File: src/rtl/cis_consts.svh
// Offsets, field positions, reset values and timing counts of the interrupt sequencer.
// Assumes inclusion by bare name from the package and the design file.
`ifndef CIS_CONSTS_SVH
`define CIS_CONSTS_SVH

// ==========================================================================
// Register offsets (byte addresses on the register bus)
`define CIS_OFF_STATUS   8'h00
`define CIS_OFF_ENABLE   8'h04
`define CIS_OFF_FLAGS    8'h08
`define CIS_OFF_LEVELSEL 8'h0c
`define CIS_OFF_STACKPTR 8'h10
`define CIS_OFF_STATE    8'h14

// ==========================================================================
// Field positions and reset values
`define CIS_GIE_BIT      3'd7
`define CIS_SRC_N        8
`define CIS_PC_W         12
`define CIS_SP_RESET     16'h025f
`define CIS_STATUS_RESET 8'h00

// ==========================================================================
// Timing counts in clock cycles
`define CIS_ENTRY_CYC    2'd3
`define CIS_WAKE_CYC     2'd3
`define CIS_RET_CYC      2'd3

// ==========================================================================
// Bus answers
`define CIS_RESP_OKAY    2'b00
`define CIS_RESP_SLVERR  2'b10

`endif

File: src/rtl/cis_pkg.sv
// Types shared by the interrupt sequencer and its surroundings.
// Assumes cis_consts.svh is on the include path.
`include "cis_consts.svh"

package cis_pkg;
	typedef logic [`CIS_PC_W-1:0] cis_pc_type;
	typedef logic [`CIS_SRC_N-1:0] cis_src_type;

	typedef enum {S_RUN, S_WAKE, S_PUSH, S_POP} cis_state_type;

	// One cycle view of the pipeline at an instruction boundary
	typedef struct packed {
		logic       instrDone;
		logic       cliExec;
		logic       seiExec;
		logic       retExec;
		logic       sleeping;
		cis_pc_type nextPc;
	} cis_cpu_in_type;

	typedef struct packed {
		logic        we;
		logic [15:0] addr;
		logic [7:0]  wdata;
	} cis_stack_type;
endpackage : cis_pkg

File: src/rtl/cis_sequencer.sv
// Reset and interrupt sequencer of a small 8-bit core, with AXI4-Lite registers.
// Assumes one clock, a pipeline that reports instruction boundaries, and a
// stack memory whose read data follows its address by one cycle.
//
// Contract
// - Take a source only when its enable and global enable are both one.
// - Vectors sit lowest; lower vector wins, reset first, external request zero next.
// - Accepting any interrupt clears global enable.
// - Global enable set inside a handler lets enabled interrupts nest.
// - Return from handler sets global enable.
// - Vectoring clears the pending flag of a flag-type source.
// - Writing one to a flag clears it; zero does nothing.
// - Flags set while the source is disabled stay until enabled or cleared.
// - Flags wait while global enable is off, then run in priority order.
// - Level sources request only while present; vanished conditions cause nothing.
// - After return, one instruction runs before any pending interrupt.
// - Status register is neither saved on entry nor restored on return.
// - Disable instruction acts at once, even against a simultaneous request.
// - After the enable instruction, the next instruction runs first.
// - Entry takes four cycles pushing the program counter, then the vector.
// - Requests wait until a multi-cycle instruction has completed.
// - Waking from sleep adds four cycles to the response.
// - Return takes four cycles: pops two bytes, stack pointer plus two, sets enable.
// - Program counter addresses 16-bit words; twelve bits here.
// - Entry lowers the stack pointer by two; stack grows downward.
`timescale 1ns/10ps
`include "cis_consts.svh"

module cis_sequencer (
	input  wire logic                   sys_clk,
	input  wire logic                   reset_n,
	input  wire logic                   clkEn,
	input  wire cis_pkg::cis_cpu_in_type cpuIn,
	input  wire cis_pkg::cis_src_type    srcEvent,
	input  wire cis_pkg::cis_src_type    srcLevel,
	input  wire logic [7:0]             stackRdata,
	output logic                        busy_r,
	output logic                        resumeValid_r,
	output cis_pkg::cis_pc_type         resumePc_r,
	output cis_pkg::cis_stack_type      stack_r,
	input  wire logic [7:0]             s_axi_awaddr,
	input  wire logic                   s_axi_awvalid,
	output logic                        s_axi_awready,
	input  wire logic [31:0]            s_axi_wdata,
	input  wire logic [3:0]             s_axi_wstrb,
	input  wire logic                   s_axi_wvalid,
	output logic                        s_axi_wready,
	output logic [1:0]                  s_axi_bresp,
	output logic                        s_axi_bvalid,
	input  wire logic                   s_axi_bready,
	input  wire logic [7:0]             s_axi_araddr,
	input  wire logic                   s_axi_arvalid,
	output logic                        s_axi_arready,
	output logic [31:0]                 s_axi_rdata,
	output logic [1:0]                  s_axi_rresp,
	output logic                        s_axi_rvalid,
	input  wire logic                   s_axi_rready
);
	import cis_pkg::*;

	// ======================================================================
	// State
	cis_state_type state_r, state_nxt;
	logic [1:0]    cnt_r, cnt_nxt;
	logic [7:0]    status_r, status_nxt;
	cis_src_type   enable_r, enable_nxt;
	cis_src_type   flags_r, flags_nxt;
	cis_src_type   levelSel_r, levelSel_nxt;
	logic [15:0]   sp_r, sp_nxt;
	cis_pc_type    savedPc_r, savedPc_nxt;
	logic [2:0]    win_r, win_nxt;
	logic [7:0]    popHigh_r, popHigh_nxt;
	logic          blockOne_r, blockOne_nxt;
	logic          busy_nxt, resumeValid_nxt;
	cis_pc_type    resumePc_nxt;
	cis_stack_type stack_nxt;
	logic          awHeld_r, awHeld_nxt, wHeld_r, wHeld_nxt;
	logic [7:0]    awAddr_r, awAddr_nxt;
	logic [31:0]   wData_r, wData_nxt;
	logic [3:0]    wStrb_r, wStrb_nxt;
	logic          awready_nxt, wready_nxt, bvalid_nxt, arready_nxt, rvalid_nxt;
	logic [1:0]    bresp_nxt, rresp_nxt;
	logic [31:0]   rdata_nxt;
	cis_src_type   request, swClr, hwClr;
	logic          takeNow, retNow;

	// ======================================================================
	// Functions
	// Lowest index wins; index zero belongs to reset and never requests
	function automatic logic [2:0] cis_prio(input cis_src_type req);
		logic [2:0] idx;
		idx = 3'd0;
		for (int i = `CIS_SRC_N - 1; i >= 1; i--) begin
			if (req[i]) begin
				idx = 3'(i);
			end
		end
		return idx;
	endfunction : cis_prio

	function automatic logic cis_hit(input logic [7:0] addr, input logic [7:0] off);
		return addr == off;
	endfunction : cis_hit

	function automatic logic [31:0] cis_read(input logic [7:0] addr, input logic [7:0] st,
		input cis_src_type en, input cis_src_type fl, input cis_src_type lv,
		input logic [15:0] sp, input cis_state_type sq);
		logic [31:0] d;
		d = 32'h0000_0000;
		if (cis_hit(addr, `CIS_OFF_STATUS)) d = {24'h00_0000, st};
		if (cis_hit(addr, `CIS_OFF_ENABLE)) d = {24'h00_0000, en};
		if (cis_hit(addr, `CIS_OFF_FLAGS)) d = {24'h00_0000, fl};
		if (cis_hit(addr, `CIS_OFF_LEVELSEL)) d = {24'h00_0000, lv};
		if (cis_hit(addr, `CIS_OFF_STACKPTR)) d = {16'h0000, sp};
		if (cis_hit(addr, `CIS_OFF_STATE)) d = {30'h0000_0000, 2'(sq)};
		return d;
	endfunction : cis_read

	function automatic logic cis_mapped(input logic [7:0] addr);
		return cis_hit(addr, `CIS_OFF_STATUS) || cis_hit(addr, `CIS_OFF_ENABLE) ||
			cis_hit(addr, `CIS_OFF_FLAGS) || cis_hit(addr, `CIS_OFF_LEVELSEL) ||
			cis_hit(addr, `CIS_OFF_STACKPTR) || cis_hit(addr, `CIS_OFF_STATE);
	endfunction : cis_mapped

	// ======================================================================
	// Next state
	always_comb begin
		state_nxt = state_r;
		cnt_nxt = cnt_r;
		status_nxt = status_r;
		enable_nxt = enable_r;
		levelSel_nxt = levelSel_r;
		sp_nxt = sp_r;
		savedPc_nxt = savedPc_r;
		win_nxt = win_r;
		popHigh_nxt = popHigh_r;
		blockOne_nxt = blockOne_r;
		busy_nxt = busy_r;
		resumeValid_nxt = 1'b0;
		resumePc_nxt = resumePc_r;
		stack_nxt = stack_r;
		stack_nxt.we = 1'b0;
		awHeld_nxt = awHeld_r;
		awAddr_nxt = awAddr_r;
		wHeld_nxt = wHeld_r;
		wData_nxt = wData_r;
		wStrb_nxt = wStrb_r;
		bvalid_nxt = s_axi_bvalid;
		bresp_nxt = s_axi_bresp;
		rvalid_nxt = s_axi_rvalid;
		rresp_nxt = s_axi_rresp;
		rdata_nxt = s_axi_rdata;
		swClr = '0;
		hwClr = '0;
		takeNow = 1'b0;
		retNow = 1'b0;

		// Register bus: address and data taken in either order
		if (s_axi_awvalid && s_axi_awready) begin
			awHeld_nxt = 1'b1;
			awAddr_nxt = s_axi_awaddr;
		end
		if (s_axi_wvalid && s_axi_wready) begin
			wHeld_nxt = 1'b1;
			wData_nxt = s_axi_wdata;
			wStrb_nxt = s_axi_wstrb;
		end
		if (s_axi_bvalid && s_axi_bready) begin
			bvalid_nxt = 1'b0;
		end
		if (awHeld_r && wHeld_r && !s_axi_bvalid) begin
			awHeld_nxt = 1'b0;
			wHeld_nxt = 1'b0;
			bvalid_nxt = 1'b1;
			bresp_nxt = cis_mapped(awAddr_r) ? `CIS_RESP_OKAY : `CIS_RESP_SLVERR;
			if (wStrb_r[0]) begin
				if (cis_hit(awAddr_r, `CIS_OFF_STATUS)) status_nxt = wData_r[7:0];
				if (cis_hit(awAddr_r, `CIS_OFF_ENABLE)) enable_nxt = wData_r[7:0];
				if (cis_hit(awAddr_r, `CIS_OFF_FLAGS)) swClr = wData_r[7:0];
				if (cis_hit(awAddr_r, `CIS_OFF_LEVELSEL)) levelSel_nxt = wData_r[7:0];
				if (cis_hit(awAddr_r, `CIS_OFF_STACKPTR)) sp_nxt[7:0] = wData_r[7:0];
			end
			if (wStrb_r[1] && cis_hit(awAddr_r, `CIS_OFF_STACKPTR)) begin
				sp_nxt[15:8] = wData_r[15:8];
			end
		end
		if (s_axi_rvalid && s_axi_rready) begin
			rvalid_nxt = 1'b0;
		end
		if (s_axi_arvalid && s_axi_arready) begin
			rvalid_nxt = 1'b1;
			rresp_nxt = cis_mapped(s_axi_araddr) ? `CIS_RESP_OKAY : `CIS_RESP_SLVERR;
			rdata_nxt = cis_read(s_axi_araddr, status_r, enable_r, flags_r, levelSel_r,
				sp_r, state_r);
		end
		awready_nxt = !awHeld_nxt && !bvalid_nxt;
		wready_nxt = !wHeld_nxt && !bvalid_nxt;
		arready_nxt = !rvalid_nxt;

		// Flag sources pend on their flag, level sources only while present
		request = ((flags_r & ~levelSel_r) | (srcLevel & levelSel_r)) & enable_r;
		request[0] = 1'b0;

		// Sequencer; hardware actions follow software writes and win over them
		unique case (state_r)
			S_RUN: begin
				if (cpuIn.instrDone) begin
					blockOne_nxt = 1'b0;
					if (cpuIn.cliExec) begin
						status_nxt[`CIS_GIE_BIT] = 1'b0;
					end else if (cpuIn.seiExec) begin
						status_nxt[`CIS_GIE_BIT] = 1'b1;
						blockOne_nxt = 1'b1;
					end else if (cpuIn.retExec) begin
						retNow = 1'b1;
						state_nxt = S_POP;
						cnt_nxt = 2'd0;
						busy_nxt = 1'b1;
					end else if (status_r[`CIS_GIE_BIT] && !blockOne_r && request != '0) begin
						takeNow = 1'b1;
						win_nxt = cis_prio(request);
						hwClr[cis_prio(request)] = !levelSel_r[cis_prio(request)];
						status_nxt[`CIS_GIE_BIT] = 1'b0;
						savedPc_nxt = cpuIn.nextPc;
						busy_nxt = 1'b1;
						cnt_nxt = 2'd0;
						state_nxt = cpuIn.sleeping ? S_WAKE : S_PUSH;
					end
				end
			end
			S_WAKE: begin
				cnt_nxt = cnt_r + 2'd1;
				if (cnt_r == `CIS_WAKE_CYC) begin
					state_nxt = S_PUSH;
					cnt_nxt = 2'd0;
				end
			end
			S_PUSH: begin
				cnt_nxt = cnt_r + 2'd1;
				if (cnt_r == 2'd0 || cnt_r == 2'd1) begin
					stack_nxt.we = 1'b1;
					stack_nxt.addr = sp_r;
					stack_nxt.wdata = (cnt_r == 2'd0) ? savedPc_r[7:0] :
						{4'h0, savedPc_r[`CIS_PC_W-1:8]};
					sp_nxt = sp_r - 16'h0001;
				end
				if (cnt_r == `CIS_ENTRY_CYC) begin
					state_nxt = S_RUN;
					busy_nxt = 1'b0;
					resumeValid_nxt = 1'b1;
					resumePc_nxt = cis_pc_type'(win_r);
				end
			end
			S_POP: begin
				cnt_nxt = cnt_r + 2'd1;
				// Stack data lags the address by a cycle
				if (cnt_r == 2'd0) stack_nxt.addr = sp_r + 16'h0001;
				if (cnt_r == 2'd1) begin
					stack_nxt.addr = sp_r + 16'h0002;
				end
				if (cnt_r == `CIS_RET_CYC - 2'd1) begin
					popHigh_nxt = stackRdata;
				end
				if (cnt_r == `CIS_RET_CYC) begin
					resumePc_nxt = cis_pc_type'({popHigh_r, stackRdata});
					sp_nxt = sp_r + 16'h0002;
					status_nxt[`CIS_GIE_BIT] = 1'b1;
					blockOne_nxt = 1'b1;
					state_nxt = S_RUN;
					busy_nxt = 1'b0;
					resumeValid_nxt = 1'b1;
				end
			end
		endcase

		// A new event wins over either clear in the same cycle
		flags_nxt = (flags_r & ~swClr & ~hwClr) | (srcEvent & ~levelSel_r);
	end

	// ======================================================================
	// Registers; clkEn low freezes everything
	always_ff @(posedge sys_clk or negedge reset_n) begin
		if (!reset_n) begin
			state_r <= S_RUN;
			cnt_r <= 2'd0;
			status_r <= `CIS_STATUS_RESET;
			enable_r <= '0;
			flags_r <= '0;
			levelSel_r <= '0;
			sp_r <= `CIS_SP_RESET;
			savedPc_r <= '0;
			win_r <= 3'd0;
			popHigh_r <= 8'h00;
			blockOne_r <= 1'b0;
			busy_r <= 1'b0;
			resumeValid_r <= 1'b0;
			resumePc_r <= '0;
			stack_r <= '0;
			awHeld_r <= 1'b0;
			awAddr_r <= 8'h00;
			wHeld_r <= 1'b0;
			wData_r <= 32'h0000_0000;
			wStrb_r <= 4'h0;
			s_axi_awready <= 1'b0;
			s_axi_wready <= 1'b0;
			s_axi_bvalid <= 1'b0;
			s_axi_bresp <= 2'b00;
			s_axi_arready <= 1'b0;
			s_axi_rvalid <= 1'b0;
			s_axi_rresp <= 2'b00;
			s_axi_rdata <= 32'h0000_0000;
		end else if (clkEn) begin
			state_r <= state_nxt;
			cnt_r <= cnt_nxt;
			status_r <= status_nxt;
			enable_r <= enable_nxt;
			flags_r <= flags_nxt;
			levelSel_r <= levelSel_nxt;
			sp_r <= sp_nxt;
			savedPc_r <= savedPc_nxt;
			win_r <= win_nxt;
			popHigh_r <= popHigh_nxt;
			blockOne_r <= blockOne_nxt;
			busy_r <= busy_nxt;
			resumeValid_r <= resumeValid_nxt;
			resumePc_r <= resumePc_nxt;
			stack_r <= stack_nxt;
			awHeld_r <= awHeld_nxt;
			awAddr_r <= awAddr_nxt;
			wHeld_r <= wHeld_nxt;
			wData_r <= wData_nxt;
			wStrb_r <= wStrb_nxt;
			s_axi_awready <= awready_nxt;
			s_axi_wready <= wready_nxt;
			s_axi_bvalid <= bvalid_nxt;
			s_axi_bresp <= bresp_nxt;
			s_axi_arready <= arready_nxt;
			s_axi_rvalid <= rvalid_nxt;
			s_axi_rresp <= rresp_nxt;
			s_axi_rdata <= rdata_nxt;
		end
	end
endmodule : cis_sequencer

File: config.mk
export PLATFORM = sky130hd
export DESIGN_NAME = cis_sequencer
export DESIGN_NICKNAME = d
export VERILOG_FILES = /design/src/rtl/cis_pkg.sv /design/src/rtl/cis_sequencer.sv
export VERILOG_INCLUDE_DIRS = /design/src /design/src/rtl
export SDC_FILE = /design/constraint.sdc
export NUM_CORES = 1
export LEC_CHECK = 0
export ABC_AREA = 1
export BUFFER_PORTS_ARGS = -buffer_cell sky130_fd_sc_hd__buf_2
export CAP_MARGIN = 20
export CELL_PAD_IN_SITES_DETAIL_PLACEMENT = 0
export CELL_PAD_IN_SITES_GLOBAL_PLACEMENT = 1
export CORE_AREA = 4 4 149 151
export CTS_CLUSTER_DIAMETER = 200
export DETAILED_ROUTE_END_ITERATION = 7
export DIE_AREA = 0 0 153 155
export PLACE_DENSITY_LB_ADDON = 0.12
export SETUP_SLACK_MARGIN = 0.1
export SYNTH_ARGS = -nofsm -noshare
export SYNTH_HDL_FRONTEND = slang
export SYNTH_SLANG_ARGS = --single-unit
File: constraint.sdc
create_clock -name sys_clk -period 4.8 [get_ports sys_clk]
set_input_delay 0.96 -clock sys_clk [delete_from_list [all_inputs] [get_ports sys_clk]]
set_output_delay 0.96 -clock sys_clk [all_outputs]
set_load 0.005 [all_outputs]
==> summary.md, run 1 <==
| Metric | Value |
|---|---|
| Area fraction of the dominant cell type after synthesis | `0.429` |
| Max Freq | `366 MHz` |
| R2r startpoint | `cnt_r[1]` |
| Core area | `20,800 um^2` |
| Design Power | `5.20 mW` |
| CTS Buf Count | `17` |
| First-pass GRT wire length | `42.0 mm` |
| Area of the multi-input gates | `4240 um^2` |
| Die Wd | `153 um` |
| HP Start | `stack_r[17]` |
| Syn avg cell area | `8.10 um^2` |
| Ys Warns | `0` |
| Critical path origin | `cnt_r[1]` |
| Largest cells by area after synthesis | `dfrtp_1 (43%), nand2_1 (11%), o21ai_0 (5.9%), inv_1 (4.6%), nor2_1 (3.5%)` |
| Initial drt markers | `451` |
| First-pass DRT Iterations | `6` |
| Clk_lat worst skew | `0.44 ns` |
| CP Data Required Time | `5.11 ns` |
| Gate Count Post-Synth | `1,117` |
| Clk pin slew, worst setup/hold paths | `0.07 ns` |
| Slew HR | `0.338` |
| Total I/O pin count | `181` |
| Max Cap Viol | `0` |
| DP Area | `9890 um^2` |
| CTS tree | `yes` |
| Initial core utilization | `0.434` |
| Post-CTS Setup Inserts | `0` |
| Distinct cell type count after synthesis | `58` |
| Worst path arrival time | `3.05 ns` |
| CTS Buffer Depth | `2` |
| Clk_skew | `0.0211 ns` |
| PD cells | `495 nW/um^2` |
| Non-Filler Instances | `1,537` |
| DRT antenna net count | `0` |
| Final Cell Area | `10,500 um^2` |
| Setup_tns | `0 ns` |
| Clk root buf | `clkbuf_16` |
| Seq/Total Area, Yosys | `0.449` |
| Tcrit/Tclk final | `0.570` |
| Rows | `53` |
| Top-count cell post-synth | `nand2_1` |
| Synth area leader | `dfrtp_1` |
| Reg area | `4060 um^2` |
| Kind of critical path | `reg2reg` |
| Reg2reg end | `stack_r[2]` |
| Detailed Place HPWL | `19.2 mm` |
| Worst VDD drop | `297 uV` |
| Pre-CTS WS | `1.58 ns` |
| Port Buffers | `143` |
| Post-synth EDFFs | `0` |
| Reg2Reg Setup Slack | `2.06 ns` |
| Htree depth | `4` |
| Final min period | `2.74 ns` |
| Total Routing Usage GR | `0.220` |
| Largest net degree at the start of global routing | `78` |
| Static leakage | `5.09 nW` |
| Top cell types by occurrence after synthesis | `nand2_1 (256), dfrtp_1 (155), inv_1 (110)` |
| RePlAce Congestion | `0.902` |
| Final wirelength | `25.8 mm` |
| # DRC | `0` |
| Placed insts | `1,504` |
| Primary FF master, synth | `dfrtp_1` |
| Die footprint | `23,700 um^2` |
| # clock sinks | `162` |
| RSZ-0062 raised after global routing | `false` |
| #FFs+latches synth | `162` |
| Endpoints failing setup | `0` |
| CTS-repair resized insts | `0` |
| Die height | `155 um` |
| Ant. Diodes | `0` |
| Vias/cell | `5.18` |
| Layout cells sized above 1 | `0.208` |
| Ys async rst share | `1.00` |
| Setup crit end kind | `register` |
| Worst-margin pin slew | `0.985 ns` |
| Max Slew Vio Count | `0` |
| Via count | `7,957` |
| Nets | `1,363` |
| Critical path peak fanout | `15` |
| Initial antenna violation count | `0` |
| Vias in the first global route | `7,872` |
| Cts hold-fix bufs | `0` |
| Startpoint Class | `register` |
| Status | `finished, final reports clean` |
| Total congestion overflow | `0` |
| Layout area overhead | `16.0%` |
| Type of the most critical hold path | `reg2reg` |
| Hold Violations, Final | `0` |
| Drt wl/cell | `16.8 um` |
| Final WS setup | `2.06 ns` |
| Worst Setup EP | `stack_r[2]` |
| FF-to-FF path depth | `9` |
| Cell Area, Synth | `9040 um^2` |
| Fillers | `2,123` |
## flip-flops by register name, indices dropped and copies added (netlist names), 2 cells and up
signal and count:
stack_r 25, s_axi_rdata 16, sp_r 16, wData_r 16, resumePc_r 12, savedPc_r 12
awAddr_r 8, enable_r 8, flags_r 8, levelSel_r 8, status_r 8, popHigh_r 4
win_r 3, cnt_r 2, state_r 2, wStrb_r 2
## stage by stage
stage                      util  hold slack (ns)
after global routing      0.504            0.500
after CTS                 0.503            0.480
after global placement    0.475            0.458
after detailed placement  0.475            0.462
after floorplan               -            0.437
final                     0.504            0.474
## worst max-delay path: stages, from the launching register on
cell and delay (ns):
dfrtp_1 0.42, inv_1 0.09, ha_1 0.49, nor2_1 0.17, nor2_2 0.41, inv_1 0.30, nor2_4 0.30, inv_1 0.25
nand2_1 0.11, o21ai_1 0.06
## per-layer routing
| layer | vias to the layer above | global-route usage | wire length (um) | share of wire |
|---|---|---|---|---|
| met5 | - | 0 | 0 | 0 |
| met4 | 0 | 0.0624 | 478 | 0.019 |
| met3 | 27 | 0.0401 | 1430 | 0.056 |
| met2 | 224 | 0.333 | 11100 | 0.43 |
| met1 | 3734 | 0.326 | 12700 | 0.49 |
| li1 | 3972 | - | - | - |
## worst min path at each step
stage / cells past startpoint / slack, ns / end
floorplan: 2 / 0.44 / wData_r[10]
global placement: 2 / 0.46 / stack_r[6]
detailed placement: 2 / 0.46 / wData_r[14]
CTS: 2 / 0.48 / wData_r[14]
global route: 1 / 0.50 / resumePc_r[5]
finish: 2 / 0.47 / stack_r[17]
## report_power, final
| part | switching (mW) | total, mW | internal (mW) | leakage, nW |
|---|---|---|---|---|
| clock network | 0.661 | 1.36 | 0.697 | 0.279 |
| registers | 0.369 | 2.10 | 1.73 | 2.02 |
| logic | 1.14 | 1.74 | 0.593 | 2.79 |
| total | 2.17 | 5.20 | 3.02 | 5.09 |
## cells by family after synthesis
kind of cell             synth area share
AND/OR/NAND/NOR                     0.242
AO/OA/AOI/OAI                       0.169
buffers and inverters              0.0896
flip-flops                          0.449
XOR/XNOR                           0.0174
adder cells (fa/ha/maj)            0.0180
multiplexers                       0.0137
other                            0.000415
## cell type report
class | instances | share of cell area
multi-input combinational | 793 | 0.404
tap | 275 | 0.0328
sequential | 162 | 0.387
inverter | 123 | 0.0441
timing repair buffer | 152 | 0.0759
clock buffer | 17 | 0.0405
clock inverter | 15 | 0.0160
## layout by cell type (no fill, tap or decap), types with 18 or more instances in the layout
master / instances
a21oi_1: 52
buf_2: 142
conb_1: 18
dfrtp_1: 155
inv_1: 110
nand2_1: 256
nand3_1: 61
nor2_1: 85
o21ai_0: 107
xor2_1: 18
Note: power is estimated with default switching activity, not from simulation.
==> run 2: changes to the inputs <==
--- a/config.mk
+++ b/config.mk
@@ -11,10 +11,10 @@
 export CAP_MARGIN = 20
 export CELL_PAD_IN_SITES_DETAIL_PLACEMENT = 0
 export CELL_PAD_IN_SITES_GLOBAL_PLACEMENT = 1
-export CORE_AREA = 4 4 149 151
+export CORE_AREA = 4 4 162 164
 export CTS_CLUSTER_DIAMETER = 200
 export DETAILED_ROUTE_END_ITERATION = 7
-export DIE_AREA = 0 0 153 155
+export DIE_AREA = 0 0 166 168
 export PLACE_DENSITY_LB_ADDON = 0.12
 export SETUP_SLACK_MARGIN = 0.1
 export SYNTH_ARGS = -nofsm -noshare
==> constraint.sdc (replaced) <==
create_clock -name sys_clk -period 2.35 [get_ports sys_clk]
set_input_delay 0.47 -clock sys_clk [delete_from_list [all_inputs] [get_ports sys_clk]]
set_output_delay 0.47 -clock sys_clk [all_outputs]
set_load 0.005 [all_outputs]
==> run 2 against run 1 <==
Final cell count is 6.0% higher. Die area grew 18%. Non-clock buffer count rose by 37. Sequential cell count unchanged. Worst setup slack lost 1.9 ns. Utilization decreased by 6.7 points. Via count up 2.1%. Maximum frequency is 28% higher. Clock skew decreased by 0.0067 ns. Critical path type unchanged. Highest routed layer unchanged.
==> summary.md, run 2 (synthesized netlist as in run 1, its figures left out) <==
| Metric | Value |
|---|---|
| Startpoint Class | `register` |
| Commonest cells after routing, fill and taps aside | `nand2_1 (256), dfrtp_1 (154), buf_2 (142)` |
| Vias in the first global route | `7,944` |
| Most flops, register | `stack_r` |
| CP Data Required Time | `2.69 ns` |
| Core area | `24,900 um^2` |
| Port Buffers | `143` |
| Static leakage | `5.27 nW` |
| Max Cap Viol | `0` |
| First-pass DRT Iterations | `4` |
| Via count | `8,126` |
| Clk pin slew, worst setup/hold paths | `0.08 ns` |
| Final WS setup | `0.211 ns` |
| Most common cell after layout, fill and taps aside | `nand2_1` |
| Worst VDD drop | `435 uV` |
| Layout area overhead | `20.4%` |
| Kind of critical path | `reg2reg` |
| PD cells | `998 nW/um^2` |
| Die Wd | `166 um` |
| Final wirelength | `27.9 mm` |
| Total I/O pin count | `181` |
| Initial core utilization | `0.363` |
| Design Power | `10.9 mW` |
| Die height | `168 um` |
| FF-to-FF path depth | `11` |
| Placed insts | `1,590` |
| Die footprint | `27,900 um^2` |
| RSZ-0062 raised after global routing | `true` |
| Max Freq | `467 MHz` |
| CTS Buf Count | `17` |
| Largest net degree at the start of global routing | `50` |
| Rows | `58` |
| Drt wl/cell | `17.1 um` |
| Setup crit end kind | `register` |
| Hold Slack | `0.233 ns` |
| Initial drt markers | `568` |
| Total Routing Usage GR | `0.201` |
| DRT antenna net count | `0` |
| Clk_lat worst skew | `0.44 ns` |
| Final Cell Area | `10,900 um^2` |
| RePlAce Congestion | `0.869` |
| Final core utilization | `0.437` |
| Setup_tns | `0 ns` |
| DP Area | `10,200 um^2` |
| Tcrit/Tclk final | `0.910` |
| # clock sinks | `162` |
| Max reg flops | `25` |
| WHS Path Cells | `3` |
| Type of the most critical hold path | `in2reg` |
| Clk_skew | `0.0144 ns` |
| Clk root buf | `clkbuf_16` |
| CTS Buffer Depth | `2` |
| Ant. Diodes | `0` |
| Final min period | `2.14 ns` |
| Htree depth | `4` |
| Status | `finished, final reports clean` |
| Layout cells sized above 1 | `0.235` |
| Detailed Place HPWL | `21.1 mm` |
| Endpoints failing setup | `0` |
| CTS tree | `yes` |
| Worst path arrival time | `2.48 ns` |
| Critical path peak fanout | `7` |
| Max Slew Vio Count | `0` |
| Hold Violations, Final | `0` |
| Vias/cell | `4.99` |
| Pre-CTS WS | `0.138 ns` |
| Total congestion overflow | `0` |
| Worst-margin pin slew | `0.799 ns` |
| First-pass GRT wire length | `45.1 mm` |
| # DRC | `0` |
| Initial antenna violation count | `0` |
| Non-Filler Instances | `1,629` |
| Nets | `1,400` |
| Slew HR | `0.466` |
run 2: critical path: stages (launching register included):
cell,delay [ns]
dfstp_2,0.60
inv_1,0.11
ha_1,0.21
nand2_1,0.06
nand2_1,0.11
nor3_4,0.19
nand4_4,0.13
nor2_4,0.13
nand4_1,0.14
o21ai_1,0.16
nand3_1,0.07
a22oi_1,0.15
run 2: path summary, 6_finish.rpt:
kind	start	end	slack, ns
max in group asynchronous	reset_n	sp_r[9]	1.02
hold reg to reg	stack_r[22]	stack_r[22]	0.47
min in group asynchronous	reset_n	savedPc_r[5]	0.52
setup reg to reg	sp_r[1]	sp_r[15]	0.21
setup / recovery	sp_r[1]	sp_r[15]	0.21
hold / removal	s_axi_wdata[6]	wData_r[6]	0.23
run 2: repair_timing:
action | CTS | global route
hold buffers | 1 | 0
setup endpoints to repair | 0 | 22
hold endpoints to repair | 39 | 0
setup buffers | 0 | 6
gates resized for setup | 0 | 15
run 2: power by group:
part | switching [mW] | internal, mW
logic | 2.49 | 1.41
clock network | 1.29 | 1.39
registers | 0.735 | 3.54
total | 4.52 | 6.34
run 2: routing by layer:
| metal | global-route usage | up-vias | routed length (um) |
|---|---|---|---|
| li1 | - | 4045 | - |
| met1 | 0.302 | 3824 | 14000 |
| met2 | 0.303 | 238 | 12100 |
| met3 | 0.0322 | 19 | 1430 |
| met4 | 0.0534 | 0 | 378 |
| met5 | 0 | - | 0 |
run 2: layout make-up:
| cell class | count | area, um^2 |
|---|---|---|
| inverters | 123 | 467 |
| well taps | 330 | 413 |
| flip-flops and latches | 162 | 4060 |
| clock buffers | 18 | 429 |
| fillers | 2596 | 14000 |
| multi-input cells | 793 | 4280 |
| repair buffers | 189 | 1120 |
| clock inverters | 14 | 120 |
==> run 3: changes to the inputs <==
--- a/config.mk
+++ b/config.mk
@@ -16,6 +16,7 @@
 export DETAILED_ROUTE_END_ITERATION = 7
 export DIE_AREA = 0 0 166 168
 export PLACE_DENSITY_LB_ADDON = 0.12
+export RECOVER_POWER = 100
 export SETUP_SLACK_MARGIN = 0.1
 export SYNTH_ARGS = -nofsm -noshare
 export SYNTH_HDL_FRONTEND = slang
==> run 3 against run 2 <==
Non-clock buffer count stayed put. Final cell count did not move. Sequential power barely moved. Register-to-register slack barely moved. Critical path depth decreased by 3. Design area down 1.3%. Highest routed layer unchanged.
==> summary.md, run 3 (synthesized netlist as in run 1, its figures left out) <==
| Metric | Value |
|---|---|
| Die height | `168 um` |
| Drt wl/cell | `17.2 um` |
| Gr busiest metal | `met2` |
| Vias/cell | `5.00` |
| Status | `finished, final reports clean` |
| Nets | `1,400` |
| Final min period | `2.16 ns` |
| Critical path origin | `s_axi_araddr[7]` |
| Total Routing Usage GR | `0.201` |
| Initial drt markers | `604` |
| Most common cell after layout, fill and taps aside | `nand2_1` |
| Layout area overhead | `18.8%` |
| RePlAce Congestion | `0.869` |
| CTS tree | `yes` |
| Max Cap Viol | `0` |
| R2r startpoint | `sp_r[1]` |
| Detailed Place HPWL | `21.1 mm` |
| Total congestion overflow | `0` |
| DP Area | `10,200 um^2` |
| Reg2reg end | `sp_r[15]` |
| Die footprint | `27,900 um^2` |
| Core area | `24,900 um^2` |
| Worst VDD drop | `433 uV` |
| Max reg flops | `25` |
| Clk_skew | `0.0142 ns` |
| Ant. Diodes | `0` |
| Pre-CTS WS | `0.138 ns` |
| Critical path's slowest cell | `clkbuf_1` |
| Initial core utilization | `0.363` |
| Static leakage | `5.10 nW` |
| RSZ-0062 raised after global routing | `true` |
| # clock sinks | `162` |
| First-pass DRT Iterations | `5` |
| Critical path cell sequence | `buf_2, or2_1, nor3_1, clkbuf_1, nand3_1, o211ai_1, a211oi_1, o31ai_1` |
| Worst path arrival time | `2.49 ns` |
| Critical path peak fanout | `16` |
| Rows | `58` |
| Htree depth | `4` |
| Hold Violations, Final | `0` |
| Startpoint Class | `primary input` |
| First-pass GRT wire length | `45.1 mm` |
| PD cells | `1000 nW/um^2` |
| Final wirelength | `28.0 mm` |
| DRT antenna net count | `0` |
| Type of the most critical hold path | `in2reg` |
| # DRC | `0` |
| Worst-margin pin slew | `1.23 ns` |
| Met1 Usage GRT | `0.302` |
| Clk pin slew, worst setup/hold paths | `0.08 ns` |
| Reg2Reg Setup Slack | `0.21 ns` |
| Reg area | `4060 um^2` |
| FF-to-FF path depth | `11` |
| Final Cell Area | `10,700 um^2` |
| Die Wd | `166 um` |
| Total I/O pin count | `181` |
| Clk_lat worst skew | `0.43 ns` |
| Largest net degree at the start of global routing | `50` |
| Commonest cells after routing, fill and taps aside | `nand2_1 (256), dfrtp_1 (154), inv_1 (111)` |
| Clk root buf | `clkbuf_16` |
| Most flops, register | `stack_r` |
| Final core utilization | `0.432` |
| Tcrit/Tclk final | `0.919` |
| CP Data Required Time | `2.68 ns` |
| Via count | `8,146` |
| Setup crit end kind | `register` |
| Layout cells sized above 1 | `0.192` |
| Port Buffers | `143` |
| Slew HR | `0.177` |
| Area of the multi-input gates | `4220 um^2` |
| Fillers | `2,629` |
| Kind of critical path | `in2reg` |
| Routing usage on met3 | `0.0322` |
| Endpoints failing setup | `0` |
| GRT met2 Usage | `0.303` |
| Max Slew Vio Count | `0` |
| Worst Setup EP | `s_axi_rdata[7]` |
| Vias in the first global route | `7,944` |
| Setup_tns | `0 ns` |
| CP max stage delay | `0.60 ns` |
| Max Freq | `463 MHz` |
| Final WS setup | `0.190 ns` |
| Initial antenna violation count | `0` |
| CTS Buffer Depth | `2` |
| CTS Buf Count | `17` |
[run 3: cell types whose count changed in the layout (fill, tap and decap cells not counted), moves of 5 or more]
| cell | before | now |
|---|---|---|
| clkbuf_2 | 0 | 5 |
| buf_2 | 142 | 108 |
| buf_4 | 41 | 29 |
| clkbuf_1 | 1 | 42 |
[run 3: how the worst min path moves through the flow]
stage                     cells past startpoint           end       startpoint
after detailed placement                      1  savedPc_r[5]          reset_n
after CTS                                     3   wData_r[11]  s_axi_wdata[11]
after global routing                          3   wData_r[13]  s_axi_wdata[13]
final                                         3    wData_r[6]   s_axi_wdata[6]
after floorplan                               0   awAddr_r[0]          reset_n
after global placement                        1    stack_r[5]          reset_n
[run 3: power by group]
part	total (mW)	internal, mW	switching [mW]
sequential	4.27	3.54	0.730
combinational	3.81	1.34	2.47
clock	2.68	1.39	1.29
total	10.8	6.27	4.49
[run 3: cell type report]
| type | instances | area share |
|---|---|---|
| well taps | 330 | 0.0384 |
| clock inverters | 14 | 0.0112 |
| clock buffers | 18 | 0.0399 |
| repair buffers | 189 | 0.0963 |
| flip-flops and latches | 162 | 0.378 |
| multi-input cells | 793 | 0.393 |
| inverters | 123 | 0.0434 |
[run 3: metal layers]
layer  wire length [um]  share of wire
met1              14100           0.51
met2              12100           0.43
met3               1350          0.048
met4                374          0.013
met5                  0              0
[run 3: critical path: cells and delay by family]
family,cells,cell delay [ns]
AND/OR/NAND/NOR,3,0.83
AO/OA/AOI/OAI,3,0.50
buffers and inverters,2,0.69
[run 3: what timing repair did]
action                                 CTS  global route
hold buffers                             1             0
endpoints found under the hold margin   39             0
setup endpoints to repair                0            22
setup buffers                            0             6
resized for setup                        0            15
[run 3: metrics by stage]
stage | hold slack [ns] | instances | total power, mW
after floorplan | 0.174 | 1134 | 6.64
after global placement | 0.425 | 1590 | 8.08
after detailed placement | 0.428 | 1590 | 8.12
after CTS | 0.220 | 1623 | 10.9
after global routing | 0.238 | 1629 | 11.6
final | 0.234 | 1629 | 10.8
